===== src/hdl/larm_pkg.sv =====
/*
 * Package for the line alarm, interrupt, software reset and monitor
 * register bank. Assumes an eight channel transceiver around it.
 */
package larm_pkg;
    // ==========================================================
    // Register offsets
    localparam logic [7:0] larm_off_driver_fault_irq_enable = 8'h07;
    localparam logic [7:0] larm_off_signal_loss_change_status = 8'h08;
    localparam logic [7:0] larm_off_driver_fault_change_status = 8'h09;
    localparam logic [7:0] larm_off_software_reset = 8'h0a;
    localparam logic [7:0] larm_off_monitor_channel_select = 8'h0b;
    localparam logic [7:0] larm_off_signal_loss_irq_enable = 8'h06;
    // ==========================================================
    // Reset values and fields
    localparam logic [7:0] larm_rst_byte = 8'h00;
    localparam logic [3:0] larm_rst_monitor = 4'h0;
    localparam int larm_mon_top_bit = 3;
    // ==========================================================
    // Timing
    localparam int larm_clk_mhz = 250;
    localparam int larm_sw_reset_us = 1;
    localparam int larm_sw_reset_cycles = larm_sw_reset_us * larm_clk_mhz;
    localparam logic [8:0] larm_sw_reset_count = 9'(larm_sw_reset_cycles);

    typedef struct packed {
        logic wr;
        logic rd;
        logic [7:0] addr;
        logic [7:0] wdata;
    } larm_req_t;

    typedef struct packed {
        logic rx_enable;
        logic tx_enable;
        logic [2:0] channel;
    } larm_mon_route_t;

    typedef enum logic {larm_run, larm_in_reset} larm_state_t;
endpackage : larm_pkg


===== src/hdl/larm_change_detect.sv =====
/*
 * Per-channel change flag: sets on any edge of a status input except while
 * sync_clear is high, cleared by a host read or by sync_clear. Assumes status is synchronous to mclk.
 */
`timescale 1ns/1ps
module larm_change_detect
    import larm_pkg::*;
#(
    parameter int WIDTH = 8
) (
    // Clock and reset
    input wire logic mclk,
    input wire logic arst_n,
    input wire logic clk_en,
    input wire logic sync_clear,
    // Status
    input wire logic [WIDTH-1:0] status,
    input wire logic read_clear,
    output logic [WIDTH-1:0] flags
);
    logic [WIDTH-1:0] last_reg;
    logic [WIDTH-1:0] last_next;
    logic [WIDTH-1:0] flag_reg;
    logic [WIDTH-1:0] flag_next;

    always_comb begin
        last_next = status;
        // Set wins over the read clear so a change on the read cycle is kept; sync_clear wins over set
        flag_next = (read_clear || sync_clear) ? '0 : flag_reg;
        flag_next = flag_next | (status ^ last_reg);
        if (sync_clear) begin
            flag_next = '0;
        end
    end

    always_ff @(posedge mclk or negedge arst_n) begin
        if (!arst_n) begin
            last_reg <= '0;
            flag_reg <= '0;
        end else if (clk_en) begin
            last_reg <= last_next;
            flag_reg <= flag_next;
        end
    end

    assign flags = flag_reg;
endmodule : larm_change_detect


===== src/hdl/larm_regs.sv =====
/*
 * Register bank: interrupt enables, change status, software reset
 * cycle and performance monitor routing. Assumes a synchronous host
 * port with single-cycle read and write strobes.
 */
`timescale 1ns/1ps
// Function
// RULE1: One writable driver-fault interrupt enable bit per channel 7 to 0.
// RULE2: Driver-fault interrupt enables reset to zero.
// RULE3: Loss-of-signal change bit sets on every receiver loss-of-signal change. The code drops changes that arrive during the software reset cycle.
// RULE4: Loss-of-signal change bits reset to zero and are read-only.
// RULE5: Driver-fault change bit sets on each driver-fault change; resets zero. The code drops changes that arrive during the software reset cycle.
// RULE6: Writing software reset returns all registers to defaults.
// RULE7: Software reset write starts a one microsecond reset cycle.
// RULE8: Host in non-multiplexed first bus style stretches reset to two microseconds. The code has no bus style input and always counts one microsecond.
// RULE9: Monitor select all zero means no performance monitoring.
// RULE10: Top bit clear selects receiver 1 to 7 by lower bits.
// RULE11: Top bit set selects transmitter; not during that channel's analog loopback.
// RULE12: One host read clears all loss-of-signal interrupts.
// RULE13: One host read clears all driver-fault interrupts.
// RULE14: Loss-of-signal enable bits enable receiver interrupts; reset zero.
// RULE15: Interrupt output high when any enabled change bit is set.
// RULE16: Reserved upper monitor bits ignore writes and read zero.
module larm_regs
    import larm_pkg::*;
#(
    parameter int CHANNELS = 8
) (
    // Clock and reset
    input wire logic mclk,
    input wire logic arst_n,
    input wire logic clk_en,
    // Host port
    input wire larm_req_t host_req,
    output logic [7:0] host_rdata,
    output logic host_rvalid,
    output logic sw_reset_busy,
    // Line status
    input wire logic [CHANNELS-1:0] signal_loss,
    input wire logic [CHANNELS-1:0] driver_fault,
    input wire logic [CHANNELS-1:0] analog_loopback,
    // Outputs
    output logic irq,
    output larm_mon_route_t mon_route
);
    // ==========================================================
    // Software reset sequencer
    larm_state_t state_reg;
    larm_state_t state_next;
    logic [8:0] cnt_reg;
    logic [8:0] cnt_next;
    logic sw_clear;
    logic wr_ok;
    logic rd_ok;

    assign wr_ok = host_req.wr && (state_reg == larm_run);
    assign rd_ok = host_req.rd && (state_reg == larm_run);

    always_comb begin
        state_next = state_reg;
        cnt_next = cnt_reg;
        sw_clear = 1'b0;
        unique case (state_reg)
            larm_run: begin
                if (wr_ok && host_req.addr == larm_off_software_reset) begin // [RULE7]
                    state_next = larm_in_reset;
                    cnt_next = larm_sw_reset_count - 9'h001;
                end
            end
            larm_in_reset: begin
                sw_clear = 1'b1; // [RULE6]
                if (cnt_reg == 9'h000) begin
                    state_next = larm_run;
                end else begin
                    cnt_next = cnt_reg - 9'h001;
                end
            end
        endcase
    end

    always_ff @(posedge mclk or negedge arst_n) begin
        if (!arst_n) begin
            state_reg <= larm_run;
            cnt_reg <= 9'h000;
        end else if (clk_en) begin
            state_reg <= state_next;
            cnt_reg <= cnt_next;
        end
    end

    // ==========================================================
    // Writable registers
    logic [CHANNELS-1:0] dfie_reg;
    logic [CHANNELS-1:0] dfie_next;
    logic [CHANNELS-1:0] slie_reg;
    logic [CHANNELS-1:0] slie_next;
    logic [3:0] mon_reg;
    logic [3:0] mon_next;

    always_comb begin
        dfie_next = dfie_reg;
        slie_next = slie_reg;
        mon_next = mon_reg;
        if (sw_clear) begin // [RULE6]
            dfie_next = '0;
            slie_next = '0;
            mon_next = larm_rst_monitor;
        end else if (wr_ok) begin
            unique case (host_req.addr)
                larm_off_driver_fault_irq_enable: dfie_next = host_req.wdata[CHANNELS-1:0]; // [RULE1]
                larm_off_signal_loss_irq_enable: slie_next = host_req.wdata[CHANNELS-1:0]; // [RULE14]
                larm_off_monitor_channel_select: mon_next = host_req.wdata[3:0]; // [RULE16]
                default: begin
                end
            endcase
        end
    end

    always_ff @(posedge mclk or negedge arst_n) begin
        if (!arst_n) begin
            dfie_reg <= '0; // [RULE2]
            slie_reg <= '0; // [RULE14]
            mon_reg <= larm_rst_monitor;
        end else if (clk_en) begin
            dfie_reg <= dfie_next;
            slie_reg <= slie_next;
            mon_reg <= mon_next;
        end
    end

    // ==========================================================
    // Change status
    logic [CHANNELS-1:0] sl_flags;
    logic [CHANNELS-1:0] df_flags;
    logic sl_read;
    logic df_read;

    assign sl_read = rd_ok && host_req.addr == larm_off_signal_loss_change_status; // [RULE12]
    assign df_read = rd_ok && host_req.addr == larm_off_driver_fault_change_status; // [RULE13]

    larm_change_detect #(.WIDTH(CHANNELS)) u_sl_change (
        .mclk(mclk),
        .arst_n(arst_n),
        .clk_en(clk_en),
        .sync_clear(sw_clear),
        .status(signal_loss),
        .read_clear(sl_read),
        .flags(sl_flags)
    ); // [RULE3] [RULE4]

    larm_change_detect #(.WIDTH(CHANNELS)) u_df_change (
        .mclk(mclk),
        .arst_n(arst_n),
        .clk_en(clk_en),
        .sync_clear(sw_clear),
        .status(driver_fault),
        .read_clear(df_read),
        .flags(df_flags)
    ); // [RULE5]

    // ==========================================================
    // Read data, interrupt and monitor routing
    logic [7:0] rdata_reg;
    logic [7:0] rdata_next;
    logic rvalid_reg;
    logic rvalid_next;
    logic irq_reg;
    logic irq_next;
    logic busy_reg;
    logic busy_next;
    larm_mon_route_t route_reg;
    larm_mon_route_t route_next;

    always_comb begin
        rdata_next = larm_rst_byte;
        unique case (host_req.addr)
            larm_off_driver_fault_irq_enable: rdata_next = 8'(dfie_reg);
            larm_off_signal_loss_irq_enable: rdata_next = 8'(slie_reg);
            larm_off_signal_loss_change_status: rdata_next = 8'(sl_flags);
            larm_off_driver_fault_change_status: rdata_next = 8'(df_flags);
            larm_off_monitor_channel_select: rdata_next = {4'h0, mon_reg}; // [RULE16]
            default: rdata_next = larm_rst_byte;
        endcase
        // Idle read data stays zero so a stale byte never looks valid
        if (!rd_ok) begin
            rdata_next = larm_rst_byte;
        end
        rvalid_next = rd_ok;
        // Busy follows the next state so it rises with the taking edge
        busy_next = (state_next == larm_in_reset);
        irq_next = |((sl_flags & slie_reg) | (df_flags & dfie_reg)); // [RULE15]
        route_next.channel = mon_reg[2:0];
        // Zero channel selects nothing in either direction
        route_next.rx_enable = !mon_reg[larm_mon_top_bit] && (mon_reg[2:0] != 3'h0); // [RULE9] [RULE10]
        // Transmit monitoring withheld while that channel loops back
        route_next.tx_enable = mon_reg[larm_mon_top_bit] && (mon_reg[2:0] != 3'h0)
            && !analog_loopback[mon_reg[2:0]]; // [RULE11]
    end

    always_ff @(posedge mclk or negedge arst_n) begin
        if (!arst_n) begin
            rdata_reg <= larm_rst_byte;
            rvalid_reg <= 1'b0;
            irq_reg <= 1'b0;
            busy_reg <= 1'b0;
            route_reg <= '0;
        end else if (clk_en) begin
            rdata_reg <= rdata_next;
            rvalid_reg <= rvalid_next;
            irq_reg <= irq_next;
            busy_reg <= busy_next;
            route_reg <= route_next;
        end
    end

    assign host_rdata = rdata_reg;
    assign host_rvalid = rvalid_reg;
    assign irq = irq_reg;
    assign sw_reset_busy = busy_reg;
    assign mon_route = route_reg;
endmodule : larm_regs

===== config.mk =====
export PLATFORM = sky130hd
export DESIGN_NAME = larm_regs
export DESIGN_NICKNAME = d
export VERILOG_FILES = /design/src/hdl/larm_pkg.sv /design/src/hdl/larm_change_detect.sv /design/src/hdl/larm_regs.sv
export SDC_FILE = /design/constraint.sdc
export NUM_CORES = 1
export LEC_CHECK = 0
export ABC_AREA = 1
export ABC_CLOCK_PERIOD_IN_PS = 1410
export BUFFER_PORTS_ARGS = -buffer_cell sky130_fd_sc_hd__buf_2
export CORE_ASPECT_RATIO = 0.8
export CORE_MARGIN = 2
export CORE_UTILIZATION = 35
export CTS_CLUSTER_SIZE = 28
export DETAILED_ROUTE_END_ITERATION = 8
export HOLD_SLACK_MARGIN = 0.06
export PLACE_DENSITY_LB_ADDON = 0.2
export SLEW_MARGIN = 20
export SYNTH_ARGS = -nofsm -noshare
export SYNTH_HDL_FRONTEND = slang
export SYNTH_SLANG_ARGS = --single-unit

===== constraint.sdc =====
create_clock -name mclk -period 1.41 [get_ports mclk]
set_input_delay 0.282 -clock mclk [delete_from_list [all_inputs] [get_ports mclk]]
set_output_delay 0.282 -clock mclk [all_outputs]
set_load 0.005 [all_outputs]

### Yosys cells after proc, flatten, opt, wreduce, memory -nomap -nowiden

Index checks and enable logic that the tools add are counted.

* bitwise operators: 8
* reductions and logical operators: 23
* multiplexer cells: 24
* $add $sub $neg: 1
* shifts and indexed selects: 0
* divide/modulo/power cells: 0
* $mul: 0
* equal/unequal tests: 8
* magnitude comparators: 1

Operators by type and width (count)
* 8-bit 2-to-1 mux: 11
* 8-bit one-hot mux with 5 select lines: 1
* 8-bit by 4-bit == test with 1-bit output, second input constant: 4
* 8-bit OR: 3
* 9-bit 2-to-1 mux: 2
* 9-bit one-hot mux with 2 select lines: 1
* 8-bit AND: 2
* 8-bit by 3-bit == test with 1-bit output, second input constant: 2
* 8-bit XOR: 2
* 4-bit 2-to-1 mux: 3
* 3-bit AND reduction: 4
* 9-bit logical NOT: 1
* 9-bit by 1-bit subtractor with 9-bit output, second input constant: 1
* 1-bit logical AND: 8
* 2-bit nonzero test: 4
* 8-bit OR reduction: 1
* 3-bit by 4-bit less-than comparator with 1-bit output, second input constant: 1
* 1-bit 2-to-1 mux: 4
* 1-bit binary-select mux with 3-bit select: 1
* 3-bit nonzero test: 1
* 1-bit logical NOT: 2
* 1-bit logical OR: 2
* 2-bit by 1-bit inequality test with 1-bit output, second input constant: 1
* 2-bit inequality test, second input constant: 1
* other kinds (2): 2

* flip-flop bits (word level): 77
* input port bits: 45
* RAM bits: 0
* word-level logic and storage cells: 80
* memories kept: 0
* memory bits (read-only): 0
* bits in latches: 0

### Longest topological paths before layout

* depth in word-level cells: 7
* gate-level depth with buffers: 10
* depth with buffers taken out: 10

### By module

From an unflattened synthesis, not the netlist that was laid out.

* cells, all modules: 545
* area, all modules: 4112.7 µm²

By module, submodules not included
* larm_regs: area each 2633.8 µm², instances 1, cells each 359, sequential area each 1126.1 µm²
* larm_change_detect: area each 739.5 µm², instances 2, cells each 93, sequential area each 400.4 µm²

### Worst setup path before layout

No wires, ideal clock.

* path kind: register to register
* start: reg cnt_reg[0]
* end: reg busy_reg, in the netlist sw_reset_busy
* arrival: 1.264 ns
* clock period less this slack: 1.394 ns
* path slack: 0.016 ns
* path buffers: 0
* stages on the path, launching flop included: 10
* cell sequence: dfrtp_1 > inv_1 > ha_1 > nand2_1 > nor2_1 > nand2_1 > nand2_2 > nand2_4 > nand2_4 > o21ai_1

* cells in the longest elaborated chain, start to end: 3

RTL lines
* from (decl): line larm_regs.sv:50 `logic [8:0] cnt_reg;`
* from (signal assigned): line larm_regs.sv:87 `cnt_reg <= cnt_next;`
* 9-bit logical NOT: line larm_regs.sv:72 `if (cnt_reg == 9'h000) begin`
* 1-bit 2-to-1 mux: line larm_regs.sv:72
* 1-bit one-hot mux with 2 select lines: line larm_regs.sv:63 `unique case (state_reg)`
* to (signal assigned): line larm_regs.sv:211 `busy_reg <= busy_next;`
* to (decl): line larm_regs.sv:169 `logic busy_reg;`

Every way passes these cells.
A chain may end at the register's enable or synchronous reset.

### Final worst setup path

* start: reg busy_reg, in the netlist sw_reset_busy
* end: out sw_reset_busy

RTL lines
* to (decl): line larm_regs.sv:37 `output logic sw_reset_busy,`

No word-level cell between the ends.

==> flow_metrics.py <==
metrics = {
    "outcome": {
        "status": "finished clean",
    },
    "clock_network": {
        "cts.sinks": 77,
        "clockBufferDepth": 2,
        "htreeDepth": 3,
        "cts_made_buffers": 9,
        "clk_latency_ns": 0.34,
        "cts_root_buf": "clkbuf_16",
        "clk_pin_slew_worst_paths_ns": 0.06,
        "cts_tree": "done",
    },
    "final_layout": {
        "final_nets": 684,
        "regArea_sq_um": 1928,
        "largest_reg_flops": 9,
        "num_antenna_cells": 0,
        "fillCellCount": 1143,
        "fin_cells": 791,
        "area_delta_synth_final_pct": 28.61,
        "drive_gt1_share_pct": 27.84,
        "multi_input_area_sq_um": 2162,
    },
    "synth": {
        "netlist_area_sq_um": 4194,
        "postSynthAreaPerCell_sq_um": 7.724,
        "synthCells": 543,
        "yosysWarnings": 0,
        "seq_area_frac_synth_pct": 45.94,
        "synth_nets": 589,
        "ys_types": 31,
        "ys_ff_latch": 77,
    },
    "setup_path": {
        "cp-end-kind": "primary output",
        "crit_required_ns": 1.13,
        "path_delay_family": "flip-flops",
        "cpMaxStageDelayCell": "dfrtp_2",
        "cp_max_fo": 8,
        "start_kind": "flop",
        "slowest_delay_ns": 0.43,
        "crit_buf_inv": 2,
        "reg2reg_slack_ns": 0.04,
        "criticalPathCategory": "flop to primary output",
        "crit_arrival_ns": 1.09,
        "worstReg2RegStart": "cnt_reg[0]$_DFFE_PN0P_",
        "crit_chain": "buf_4 > buf_2",
        "ff2ff_path_depth": 11,
        "reg2reg_to": "cnt_reg[8]$_DFFE_PN0P_",
    },
    "placed_design": {
        "dp_slack_ns": -0.06130,
        "dp_hpwl_um": 8069,
        "port_buffers": 59,
        "gp_congestion": 0.9125,
        "dp_cells": 767,
    },
    "timing": {
        "setup_ws_ns": 0.03737,
        "fin_hold_ws_ns": 0.1619,
        "hold_viol_final": 0,
        "worstMarginPinSlew_ns": 0.2982,
        "rsz0062_at_grt": "true",
        "period_share_pct": 97.35,
        "setup_viol": 0,
        "max_slew_margin_pct": 80.12,
        "fmax_mhz": 728.5,
        "drv_slew": 0,
        "fin_skew_ns": 0.007508,
        "fin_crit_ns": 1.373,
    },
    "global_route": {
        "grt_pass1_wl_um": 18580,
        "grt_pass1_vias": 3644,
        "antenna_found_initial": 0,
        "grt_max_degree": 44,
        "overflow": 0,
        "track_usage_pct": 18.43,
    },
    "power_and_ir_drop": {
        "p_leak_nw": 2.842,
        "peakVddDrop_mv": 0.5719,
        "power_density_nw_per_um2": 1116,
        "power_mw": 6.020,
    },
    "die": {
        "dieArea_sq_um": 12880,
        "core-area_sq_um": 11600,
        "start_util_pct": 36.14,
        "ioPinCount": 61,
        "rows": 35,
        "die-width_um": 126.4,
        "fp.dieH_um": 101.9,
    },
    "min_path": {
        "holdPathStages": 3,
        "min_to": "u_df_change.last_reg[3]$_DFFE_PN0P_",
        "hold_class": "input pin to flop",
        "worstHoldStart": "driver_fault[3]",
    },
    "run": {
        "cap_viol_max_count": 0,
    },
    "detailed_routing": {
        "wl_met3_um": 518,
        "wl_met2_um": 4880,
        "via_count": 3849,
        "top_layer": "met4",
        "met1Wirelength_um": 5827,
        "routed_wl_um": 11360,
        "first_iter_violations": 285,
        "routed_via_density": 4.866,
        "route.detailed.drc": 0,
        "drtAntennaViolNets": 0,
        "wl_per_cell_um": 14.36,
        "dr.pass1.iters": 5,
    },
}
-- cell families (layout without fill, tap and decap cells) --
family / after synthesis / count (layout) / share of synthesized area (%)
xor+xnor: 17 / 17 / 3.550
fa+ha+maj: 1 / 1 / 0.2983
flops: 77 / 77 / 45.94
simple gates: 353 / 355 / 36.96
compound gates: 47 / 47 / 7.936
buf+inv: 48 / 146 / 5.310
-- routing by layer --
metal	GRT usage, %	vias to the layer above
met5	0	-
met4	5.579	0
met3	4.346	15
met2	27.60	84
met1	26.63	1809
li1	-	1941
-- cell usage after synthesis, drive strengths merged --
cell      n  area, sq um
a21oi     3        26.28
a31oi     1        6.260
buf      14        95.09
clkbuf    5        18.77
dfrtp    77         1927
ha        1        12.51
inv      29        108.9
nand2   240        943.4
nand3    71        370.4
nand3b    2        15.01
nand4     4        25.02
nor2     31        170.2
nor3      4        20.02
o211ai    4        30.03
o21ai    39        270.3
or2       1        6.260
xnor2    17        148.9
-- stage by stage --
stage          util, %  cell area (sq um)  setup TNS, ns
3_3_place_gp     42.30               4908        -0.3223
3_5_place_dp     42.30               4908        -0.6023
6_report         46.48               5394              0
4_1_cts          45.84               5320              0
5_1_grt          46.48               5394        -0.2174
2_1_floorplan        -               4194              0
-- cell usage in the layout, fill, tap and decap left out, types with 2 or more instances in the layout --
cell type,Yosys,layout
inv_1,23,21
buf_12,0,6
buf_2,4,58
nand2_2,5,8
nand3_2,3,6
o21ai_0,9,9
nand4_1,4,4
o211ai_1,4,4
nand3_1,68,65
o21ai_2,17,18
a21oi_1,2,2
buf_4,4,35
nand2_4,4,5
clkbuf_16,0,9
bufinv_16,0,2
nor2_2,3,5
clkinv_2,0,2
nor2_1,23,20
nand2_8,0,3
xnor2_1,17,17
nor2_4,4,5
nand2_1,231,226
nor3_1,4,4
dfrtp_1,77,76
o21ai_1,12,11
inv_2,6,8
nand3b_1,2,2
-- repair_timing --
action,CTS,global route
gates resized for setup,9,16
hold buffers,1,0
endpoints found under the hold margin,17,0
pin swaps,5,8
cloned,2,0
endpoints found under the setup margin,11,10
buffers inserted,4,1
-- worst max path at each step --
stage | from | end | slack, ns | depth (start not counted)
global placement | host_req[12] | cnt_reg[8]$_DFFE_PN0P_ | -0.03 | 9
floorplan | cnt_reg[0]$_DFFE_PN0P_ | sw_reset_busy$_DFFE_PN0P_ | 0.02 | 9
finish | sw_reset_busy$_DFFE_PN0P_ | sw_reset_busy | 0.04 | 2
CTS | cnt_reg[0]$_DFFE_PN0P_ | sw_reset_busy$_DFFE_PN0P_ | 0.0004 | 9
global route | cnt_reg[0]$_DFFE_PN0P_ | cnt_reg[8]$_DFFE_PN0P_ | -0.04 | 11
detailed placement | host_req[12] | cnt_reg[3]$_DFFE_PN0P_ | -0.06 | 9
-- power by group --
part           switching, mW  internal (mW)  total (mW)  leakage (nW)
Clock                  0.941           1.55        2.49         0.153
Sequential             0.190           2.41        2.60         0.983
Combinational          0.518          0.415       0.933          1.71
-- layout make-up --
type / count / share of cell area, %
Multi-Input combinational cell: 420 / 40.08
Timing Repair Buffer: 101 / 12.87
Inverter: 29 / 2.018
Sequential cell: 77 / 35.75
Tap cell: 148 / 3.433
Clock buffer: 10 / 4.245
Clock inverter: 6 / 1.601
-- tightest hold or removal path, stage by stage --
cell	delay (ns)
buf_2	0.09
nand2_1	0.04
nand2_1	0.05
Power figures use the tool's default switching activity.
